==> src/anx_pkg.sv <==
// constants shared by the negotiation transmit register bank and its dataplane
`default_nettype none

package anx_pkg;

    // =====================================================================
    // bus widths
    localparam int APB_DATA_W = 32;
    localparam int APB_ADDR_W = 10;
    localparam int REG_W = 8;
    localparam int PAGE_W = 48;
    localparam int PAGE_BYTES = 6;
    localparam int ACK_CNT_W = 4;

    // =====================================================================
    // address fields: group select and register offset
    localparam int GROUP_MSB = 9;
    localparam int GROUP_LSB = 6;
    localparam int OFFSET_MSB = 5;
    localparam int OFFSET_LSB = 2;

    // =====================================================================
    // group codes
    localparam logic [3:0] GRP_NEG_TX = 4'h0;
    localparam logic [3:0] GRP_NEG_RX = 4'h1;
    localparam logic [3:0] GRP_TRAIN_TX = 4'h2;
    localparam logic [3:0] GRP_TRAIN_RX = 4'h3;
    localparam logic [3:0] GRP_TX_CTRL = 4'h8;
    localparam logic [3:0] GRP_RX_CTRL = 4'h9;
    localparam logic [3:0] GRP_MAC_TX_CFG = 4'ha;
    localparam logic [3:0] GRP_MAC_RX_CFG = 4'hb;
    localparam logic [3:0] GRP_MAC_TX_STAT = 4'hc;
    localparam logic [3:0] GRP_MAC_RX_STAT = 4'hd;

    // =====================================================================
    // register offsets inside the negotiation transmit group
    localparam logic [3:0] OFS_MAIN_CONTROL = 4'h0;
    localparam logic [3:0] OFS_ACK_CONTROL = 4'h1;
    localparam logic [3:0] OFS_EXTERNAL_CONFIG = 4'h2;
    localparam logic [3:0] OFS_RESERVED = 4'h3;
    localparam logic [3:0] OFS_PAGE_BYTE0 = 4'h8;
    localparam logic [3:0] OFS_PAGE_BYTE5 = 4'hd;

    // =====================================================================
    // field positions
    localparam int BIT_DP_RESET = 7;
    localparam int BIT_PAGE_READY = 0;
    localparam int BIT_ACK_ON = 4;
    localparam int ACK_CNT_MSB = 3;
    localparam int BIT_LINK_DISCONNECT = 7;
    localparam int BIT_TENGIG_MODE = 2;
    localparam int BIT_PAUSE_PORT = 0;

    // =====================================================================
    // reset values
    localparam logic RST_BIT = 1'b0;
    localparam logic [REG_W-1:0] RST_BYTE = 8'h00;
    localparam logic [ACK_CNT_W-1:0] RST_ACK_CNT = 4'h0;
    localparam logic [APB_DATA_W-1:0] RST_WORD = 32'h0000_0000;

endpackage

`default_nettype wire

==> src/anx_tx_dataplane.sv <==
// transmit dataplane page handoff and ack insertion counter
`default_nettype none

module anx_tx_dataplane #(
    parameter int PAGE_W = anx_pkg::PAGE_W,
    parameter int ACK_CNT_W = anx_pkg::ACK_CNT_W
) (
    input wire logic clk_sys,
    input wire logic rstn,
    input wire logic dp_reset,
    input wire logic page_ready,
    input wire logic [PAGE_W-1:0] page_in,
    input wire logic ack_on,
    input wire logic [ACK_CNT_W-1:0] ack_cnt,
    input wire logic frame_sent,
    output logic page_taken,
    output logic ack_done,
    output logic [PAGE_W-1:0] tx_page,
    output logic tx_ack_insert
);

    // =====================================================================
    // handoff detection
    logic page_ready_d;
    logic [ACK_CNT_W-1:0] ack_left;
    logic start;

    // only a low-to-high move of the flag starts a page; a flag that stays
    // high is the same page and must not be copied twice
    assign start = page_ready & ~page_ready_d;

    // previous flag value, cleared under dataplane reset so a pending page
    // is picked up as soon as the reset is lifted
    always_ff @(posedge clk_sys or negedge rstn) begin
        if (!rstn) begin
            page_ready_d <= anx_pkg::RST_BIT;
        end else if (dp_reset) begin
            page_ready_d <= anx_pkg::RST_BIT;
        end else begin
            page_ready_d <= page_ready;
        end
    end

    // page copy into the holding register and one-cycle acknowledge
    always_ff @(posedge clk_sys or negedge rstn) begin
        if (!rstn) begin
            tx_page <= '0;
            page_taken <= anx_pkg::RST_BIT;
        end else if (dp_reset) begin
            tx_page <= '0;
            page_taken <= anx_pkg::RST_BIT;
        end else begin
            page_taken <= start;
            if (start) begin
                tx_page <= page_in;
            end
        end
    end

    // =====================================================================
    // ack insertion: enable sampled at page start, count is frames minus one
    always_ff @(posedge clk_sys or negedge rstn) begin
        if (!rstn) begin
            tx_ack_insert <= anx_pkg::RST_BIT;
            ack_left <= anx_pkg::RST_ACK_CNT;
            ack_done <= anx_pkg::RST_BIT;
        end else if (dp_reset) begin
            tx_ack_insert <= anx_pkg::RST_BIT;
            ack_left <= anx_pkg::RST_ACK_CNT;
            ack_done <= anx_pkg::RST_BIT;
        end else begin
            ack_done <= anx_pkg::RST_BIT;
            if (start) begin
                tx_ack_insert <= ack_on;
                ack_left <= ack_cnt;
            end else if (tx_ack_insert && frame_sent) begin
                if (ack_left == '0) begin
                    tx_ack_insert <= anx_pkg::RST_BIT;
                    ack_done <= 1'b1;
                end else begin
                    ack_left <= ack_left - 1'b1;
                end
            end
        end
    end

endmodule

`default_nettype wire

==> src/anx_apb_regs.sv <==
// apb register bank for the negotiation transmit group with group decode
`default_nettype none

module anx_apb_regs #(
    parameter int ADDR_W = anx_pkg::APB_ADDR_W,
    parameter int DATA_W = anx_pkg::APB_DATA_W,
    parameter int PAGE_W = anx_pkg::PAGE_W,
    parameter int ACK_CNT_W = anx_pkg::ACK_CNT_W
) (
    input wire logic clk_sys,
    input wire logic rstn,
    // apb slave
    input wire logic psel,
    input wire logic penable,
    input wire logic pwrite,
    input wire logic [ADDR_W-1:0] paddr,
    input wire logic [DATA_W-1:0] pwdata,
    output logic [DATA_W-1:0] prdata,
    output logic pready,
    output logic pslverr,
    // accesses to groups decoded here but served elsewhere
    output logic ext_access,
    output logic ext_write,
    output logic [3:0] ext_group,
    output logic [3:0] ext_offset,
    output logic [DATA_W-1:0] ext_wdata,
    // transmit dataplane
    input wire logic frame_sent,
    output logic dp_reset,
    output logic [PAGE_W-1:0] tx_page,
    output logic tx_ack_insert,
    output logic link_disconnect,
    output logic tengig_mode_select,
    output logic pause_capable
);

    // =====================================================================
    // address decode
    logic [3:0] addr_group;
    logic [3:0] addr_offset;
    logic grp_neg_tx;
    logic grp_known;
    logic setup_phase;
    logic wr_commit;
    logic neg_tx_wr;

    assign addr_group = paddr[anx_pkg::GROUP_MSB:anx_pkg::GROUP_LSB];
    assign addr_offset = paddr[anx_pkg::OFFSET_MSB:anx_pkg::OFFSET_LSB];
    assign grp_neg_tx = (addr_group == anx_pkg::GRP_NEG_TX);

    // the group map has a hole from 0x4 to 0x7 and nothing above 0xd;
    // accesses there answer with an error instead of silently aliasing
    always_comb begin
        case (addr_group)
            anx_pkg::GRP_NEG_TX,
            anx_pkg::GRP_NEG_RX,
            anx_pkg::GRP_TRAIN_TX,
            anx_pkg::GRP_TRAIN_RX,
            anx_pkg::GRP_TX_CTRL,
            anx_pkg::GRP_RX_CTRL,
            anx_pkg::GRP_MAC_TX_CFG,
            anx_pkg::GRP_MAC_RX_CFG,
            anx_pkg::GRP_MAC_TX_STAT,
            anx_pkg::GRP_MAC_RX_STAT: begin
                grp_known = 1'b1;
            end
            default: begin
                grp_known = 1'b0;
            end
        endcase
    end

    // the slave answers with one wait-free access phase: pready rises from
    // the setup cycle, so writes commit at the end of the access cycle
    assign setup_phase = psel & ~penable;
    assign wr_commit = psel & penable & pwrite & pready;
    assign neg_tx_wr = wr_commit & grp_neg_tx;

    // =====================================================================
    // register storage
    logic page_ready;
    logic ack_on;
    logic [ACK_CNT_W-1:0] ack_cnt;
    logic [anx_pkg::REG_W-1:0] page_byte [anx_pkg::PAGE_BYTES];
    logic [PAGE_W-1:0] page_flat;
    logic page_taken;
    logic ack_done;
    logic page_byte_hit;
    logic [2:0] page_index;

    // page bytes live at consecutive offsets, lowest byte first
    assign page_byte_hit = (addr_offset >= anx_pkg::OFS_PAGE_BYTE0) &&
                           (addr_offset <= anx_pkg::OFS_PAGE_BYTE5);
    assign page_index = 3'(addr_offset - anx_pkg::OFS_PAGE_BYTE0);

    // flatten the byte array into the page handed to the dataplane
    always_comb begin
        page_flat = '0;
        for (int i = 0; i < anx_pkg::PAGE_BYTES; i++) begin
            page_flat[i*anx_pkg::REG_W +: anx_pkg::REG_W] = page_byte[i];
        end
    end

    // dataplane reset: plain read/write bit, the bus side never sees it
    always_ff @(posedge clk_sys or negedge rstn) begin
        if (!rstn) begin
            dp_reset <= anx_pkg::RST_BIT;
        end else if (neg_tx_wr && addr_offset == anx_pkg::OFS_MAIN_CONTROL) begin
            dp_reset <= pwdata[anx_pkg::BIT_DP_RESET];
        end
    end

    // page handoff flag: a written one wins over a same-cycle copy acknowledge,
    // so the flag stays high, but with no new rise the dataplane never copies that page; writing zero has no effect
    always_ff @(posedge clk_sys or negedge rstn) begin
        if (!rstn) begin
            page_ready <= anx_pkg::RST_BIT;
        end else if (neg_tx_wr && addr_offset == anx_pkg::OFS_MAIN_CONTROL &&
                     pwdata[anx_pkg::BIT_PAGE_READY]) begin
            page_ready <= 1'b1;
        end else if (page_taken) begin
            page_ready <= 1'b0;
        end
    end

    // ack enable: software set wins over the completion clear
    always_ff @(posedge clk_sys or negedge rstn) begin
        if (!rstn) begin
            ack_on <= anx_pkg::RST_BIT;
        end else if (neg_tx_wr && addr_offset == anx_pkg::OFS_ACK_CONTROL) begin
            ack_on <= pwdata[anx_pkg::BIT_ACK_ON] | (ack_on & ~ack_done);
        end else if (ack_done) begin
            ack_on <= 1'b0;
        end
    end

    // ack count: contents undefined at reset, cleared here to keep x out
    always_ff @(posedge clk_sys or negedge rstn) begin
        if (!rstn) begin
            ack_cnt <= anx_pkg::RST_ACK_CNT;
        end else if (neg_tx_wr && addr_offset == anx_pkg::OFS_ACK_CONTROL) begin
            ack_cnt <= pwdata[anx_pkg::ACK_CNT_MSB:0];
        end
    end

    // external configuration bits
    always_ff @(posedge clk_sys or negedge rstn) begin
        if (!rstn) begin
            link_disconnect <= anx_pkg::RST_BIT;
            tengig_mode_select <= anx_pkg::RST_BIT;
            pause_capable <= anx_pkg::RST_BIT;
        end else if (neg_tx_wr && addr_offset == anx_pkg::OFS_EXTERNAL_CONFIG) begin
            link_disconnect <= pwdata[anx_pkg::BIT_LINK_DISCONNECT];
            tengig_mode_select <= pwdata[anx_pkg::BIT_TENGIG_MODE];
            pause_capable <= pwdata[anx_pkg::BIT_PAUSE_PORT];
        end
    end

    // page bytes; rewriting while the flag is high is the software's hazard,
    // the dataplane has only copied the page once the flag drops
    always_ff @(posedge clk_sys or negedge rstn) begin
        if (!rstn) begin
            for (int i = 0; i < anx_pkg::PAGE_BYTES; i++) begin
                page_byte[i] <= anx_pkg::RST_BYTE;
            end
        end else if (neg_tx_wr && page_byte_hit) begin
            page_byte[page_index] <= pwdata[anx_pkg::REG_W-1:0];
        end
    end

    // =====================================================================
    // read mux: unlisted bits and offset 3 read as zero
    logic [DATA_W-1:0] next_prdata;

    always_comb begin
        next_prdata = anx_pkg::RST_WORD;
        if (grp_neg_tx) begin
            case (addr_offset)
                anx_pkg::OFS_MAIN_CONTROL: begin
                    next_prdata[anx_pkg::BIT_DP_RESET] = dp_reset;
                    next_prdata[anx_pkg::BIT_PAGE_READY] = page_ready;
                end
                anx_pkg::OFS_ACK_CONTROL: begin
                    next_prdata[anx_pkg::BIT_ACK_ON] = ack_on;
                    next_prdata[anx_pkg::ACK_CNT_MSB:0] = ack_cnt;
                end
                anx_pkg::OFS_EXTERNAL_CONFIG: begin
                    next_prdata[anx_pkg::BIT_LINK_DISCONNECT] = link_disconnect;
                    next_prdata[anx_pkg::BIT_TENGIG_MODE] = tengig_mode_select;
                    next_prdata[anx_pkg::BIT_PAUSE_PORT] = pause_capable;
                end
                anx_pkg::OFS_RESERVED: begin
                    next_prdata = anx_pkg::RST_WORD;
                end
                default: begin
                    if (page_byte_hit) begin
                        next_prdata[anx_pkg::REG_W-1:0] = page_byte[page_index];
                    end
                end
            endcase
        end
    end

    // =====================================================================
    // apb response: data and error captured in the setup cycle
    always_ff @(posedge clk_sys or negedge rstn) begin
        if (!rstn) begin
            pready <= anx_pkg::RST_BIT;
            pslverr <= anx_pkg::RST_BIT;
            prdata <= anx_pkg::RST_WORD;
        end else begin
            pready <= setup_phase;
            pslverr <= setup_phase & ~grp_known;
            if (setup_phase) begin
                prdata <= pwrite ? anx_pkg::RST_WORD : next_prdata;
            end
        end
    end

    // strobe for the groups whose contents are kept by other blocks
    always_ff @(posedge clk_sys or negedge rstn) begin
        if (!rstn) begin
            ext_access <= anx_pkg::RST_BIT;
            ext_write <= anx_pkg::RST_BIT;
            ext_group <= anx_pkg::GRP_NEG_TX;
            ext_offset <= anx_pkg::OFS_MAIN_CONTROL;
            ext_wdata <= anx_pkg::RST_WORD;
        end else begin
            ext_access <= setup_phase & grp_known & ~grp_neg_tx;
            if (setup_phase) begin
                ext_write <= pwrite;
                ext_group <= addr_group;
                ext_offset <= addr_offset;
                ext_wdata <= pwdata;
            end
        end
    end

    // =====================================================================
    // transmit dataplane
    anx_tx_dataplane #(
        .PAGE_W(PAGE_W),
        .ACK_CNT_W(ACK_CNT_W)
    ) u_dataplane (
        .clk_sys(clk_sys),
        .rstn(rstn),
        .dp_reset(dp_reset),
        .page_ready(page_ready),
        .page_in(page_flat),
        .ack_on(ack_on),
        .ack_cnt(ack_cnt),
        .frame_sent(frame_sent),
        .page_taken(page_taken),
        .ack_done(ack_done),
        .tx_page(tx_page),
        .tx_ack_insert(tx_ack_insert)
    );

endmodule

`default_nettype wire

==> config.mk <==
export PLATFORM = sky130hd
export DESIGN_NAME = anx_apb_regs
export DESIGN_NICKNAME = d
export VERILOG_FILES = /design/src/anx_pkg.sv /design/src/anx_tx_dataplane.sv /design/src/anx_apb_regs.sv
export SDC_FILE = /design/constraint.sdc
export NUM_CORES = 1
export LEC_CHECK = 0
export ABC_AREA = 1
export ABC_CLOCK_PERIOD_IN_PS = 1500
export BUFFER_PORTS_ARGS = -buffer_cell sky130_fd_sc_hd__buf_2
export CAP_MARGIN = 20
export CORE_MARGIN = 2
export CORE_UTILIZATION = 40
export CTS_CLUSTER_SIZE = 40
export DETAILED_ROUTE_END_ITERATION = 8
export HOLD_SLACK_MARGIN = 0.03
export SLEW_MARGIN = 0
export SYNTH_ARGS = -nofsm -noshare
export SYNTH_HDL_FRONTEND = slang
export SYNTH_HIERARCHICAL = 1
export SYNTH_SLANG_ARGS = --single-unit
==> constraint.sdc <==
create_clock -name clk_sys -period 1.5 [get_ports clk_sys]
set_input_delay 0.15 -clock clk_sys [delete_from_list [all_inputs] [get_ports clk_sys]]
set_output_delay 0.15 -clock clk_sys [all_outputs]
set_load 0.05 [all_outputs]
==> flow_metrics.env <==
export IMPL_post_route_drc_count=0
export IMPL_grt_pass1_vias=5579
export IMPL_synthXorXnorAreaFrac_pct=0.122
export IMPL_synth_most_common_cell="nand2_1"
export IMPL_avgSynthCellArea_um2=9.52
export IMPL_cts_tree="built"
export IMPL_min_period_over_period_pct=91.7
export IMPL_synth_simple_area_share_pct=20.3
export IMPL_peakVddDrop_mv=0.804
export IMPL_start_util_pct=40.5
export IMPL_yosys_cell_types_count=34
export IMPL_synth_seq_cells=166
export IMPL_root_buffer="clkbuf_16"
export IMPL_hold_viol_final=0
export IMPL_period_needed_ps=1380
export IMPL_cp_slowest_cell="dfrtp_2"
export IMPL_setup_viol=0
export IMPL_synth_area_leaders="dfrtp_1 58%, nand2_1 13%, a22o_1 5.8%, o21ai_0 3.3%, buf_4 2.6%"
export IMPL_critical_path_class="flip-flop to flip-flop"
export IMPL_vias_per_cell=4.83
export IMPL_synth_top_family_by_area="simple AND/OR/NAND/NOR gates"
export IMPL_required_ps=1800
export IMPL_grt_total_usage_pct=20.4
export IMPL_ys_seq_area_share_pct=57.7
export IMPL_p_switching_w=0.00321
export IMPL_io_pins=177
export IMPL_synth_top_area_share_pct=57.7
export IMPL_gp_routability_congestion=0.918
export IMPL_die_w_um=138
export IMPL_reg2reg_depth=7
export IMPL_hold_depth=3
export IMPL_clock_sinks=166
export IMPL_critPathLaunchType="flip-flop"
export IMPL_wl_mm=19.0
export IMPL_ant_nets=0
export IMPL_hold_path_class="input port to flip-flop"
export IMPL_syn_inst=756
export IMPL_ys_flop_type="dfrtp_1"
export IMPL_cts_buffers=17
export IMPL_overflow=0
export IMPL_fin_skew_ps=6.42
export IMPL_internal_power_w=0.00787
export IMPL_async_flop_share_pct=100
export IMPL_wire_per_inst_um=15.9
export IMPL_tightest_slew_ps=527
export IMPL_cts_max_level=4
export IMPL_yosys_warnings=6
export IMPL_dp_cells=1130
export IMPL_drt_iter0_markers=466
export IMPL_hold_ws_ps=48.4
export IMPL_power_combinational_fraction_pct=16.2
export IMPL_insertion_delay_ps=430
export IMPL_core_um2=17800
export IMPL_post_route_util_pct=51.9
export IMPL_cellLeakagePower_nw=4.89
export IMPL_swShare_pct=29.0
export IMPL_drv_slew=0
export IMPL_p_seq_share_pct=43.5
export IMPL_die_h_um=138
export IMPL_cp_cell_sequence="nand4_1 > buf_4 > nor2_4 > nand4_4 > buf_12 > nand2_1 > o21ai_2"
export IMPL_critPathMaxFanout=16
export IMPL_yosys_area_top_type="dfrtp_1"
export IMPL_grt_max_degree=47
export IMPL_area_growth_pct=28.2
export IMPL_cts_buffer_depth=2
export IMPL_n_antenna_cell=0
export IMPL_synth_compound_area_share_pct=13.1
export IMPL_clkPwrFrac_pct=40.3
export IMPL_end_kind="flip-flop"
export IMPL_syn_area_um2=7190
export IMPL_clkSlewWorstSetupHoldPaths_ps=60
export IMPL_drive_gt1_share_pct=26.7
export IMPL_synth_edf_count=0
export IMPL_final_cells=1196
export IMPL_synthMuxAreaShare_pct=0
export IMPL_fill_cells=1682
export IMPL_maxCapViolations=0
export IMPL_rows=49
export IMPL_maxClockFrequency_mhz=727
export IMPL_dr_pass1_iters=5
export IMPL_status="finished, final reports clean"
export IMPL_grt_pass1_wl_mm=30.7
export IMPL_cp_arrival_ps=1680
export IMPL_yosys_top_cells_count="249 x nand2_1, 166 x dfrtp_1, 49 x inv_1"
export IMPL_hpwl_mm=13.0
export IMPL_maxSlewHeadroom_pct=64.8
export IMPL_via_count=5782
export IMPL_rsz0062_at_grt="false"
export IMPL_die_area_um2=19100
export IMPL_nNetsFinal=1004
export IMPL_antenna_found_initial=0
export IMPL_io_buffers=150
export IMPL_synthAdderAreaFrac_pct=0.348
export IMPL_power_density_nw_per_um2=1200
export IMPL_max_stage_delay_ps=350
## state kept, by name (all words and copies together) (netlist names), 4 cells and up
name,flops
page_byte,48
u_dataplane/tx_page,48
ext_wdata,32
prdata,8
ack_cnt,4
ext_group,4
ext_offset,4
u_dataplane/ack_left,4
## worst paths after layout
| path | from | to | slack, ps |
|---|---|---|---|
| max in group asynchronous | rstn | u_dataplane/tx_page[38] | 680 |
| min in group asynchronous | rstn | ext_wdata[26] | 200 |
| hold reg to reg | u_dataplane/ack_done | ack_on | 430 |
| hold / removal | paddr[8] | pslverr | 50 |
| setup reg to reg | pready | page_byte[16] | 120 |
| setup / recovery | pready | page_byte[16] | 120 |
## worst max-delay path: cells and delay by family, from the launching register on
| family | cells | cell delay [ps] |
|---|---|---|
| compound gates | 1 | 50 |
| buf+inv | 2 | 350 |
| flops | 1 | 350 |
| simple gates | 4 | 490 |
## power by group through the flow
stage | Sequential [W] | Clock, W | Combinational [W]
finish | 0.00482 | 0.00446 | 0.00180
global route | 0.00485 | 0.00476 | 0.00195
detailed placement | 0.00490 | 0 | 0.00175
floorplan | 0.00542 | 0 | 0.000726
global placement | 0.00489 | 0 | 0.00173
CTS | 0.00481 | 0.00457 | 0.00181
## cell families (layout without fill, tap and decap cells)
| group | Yosys count | count (layout) |
|---|---|---|
| compound gates | 136 | 136 |
| fa+ha+maj | 2 | 2 |
| flops | 166 | 166 |
| simple gates | 343 | 345 |
| buf+inv | 107 | 293 |
| other cells | 1 | 24 |
| xor+xnor | 1 | 1 |
## metrics by stage
| stage | TNS, ps | total power, W | area, um2 | worst slack [ps] |
|---|---|---|---|---|
| 6_report | 0 | 0.0111 | 9220 | 124 |
| 5_1_grt | 0 | 0.0116 | 9220 | 46.8 |
| 4_1_cts | 0 | 0.0112 | 9160 | 0.259 |
| 3_5_place_dp | -138 | 0.00664 | 8250 | -29.9 |
| 3_3_place_gp | -45.3 | 0.00662 | 8250 | -7.81 |
| 2_1_floorplan | -352 | 0.00614 | 7300 | -42.6 |
## layout make-up
cell class | count | area, um2 | area share, %
Clock inverter | 12 | 153 | 1.66
Multi-Input combinational cell | 508 | 2580 | 28.0
Tap cell | 229 | 287 | 3.11
Inverter | 50 | 188 | 2.04
Clock buffer | 20 | 457 | 4.95
Timing Repair Buffer | 211 | 1400 | 15.2
Sequential cell | 166 | 4160 | 45.1
## placed cells by master (no fill, tap or decap), types with 17 or more instances in the layout
master	n
nor2_1	31
buf_4	22
a22o_1	48
dfrtp_1	164
dlygate4sd3_1	30
conb_1	24
nand2_1	248
nand3_1	36
clkbuf_16	17
o21ai_0	47
buf_2	149
inv_1	49
## what timing repair did
action / in CTS / in global routing
resized for setup: 0 / 2
buffers inserted: 0 / 2
hold buffers: 30 / 0
endpoints found under the setup margin: 0 / 18
endpoints found under the hold margin: 173 / 0
## routing by layer
metal	global-route usage, %	part of all wire (%)	up-vias
met5	0	0	-
met4	7.84	2.3	0
met3	3.46	4.3	29
met2	32.2	48	153
met1	28.2	45	2760
li1	-	-	2840
(Power assumes the default switching activity.)
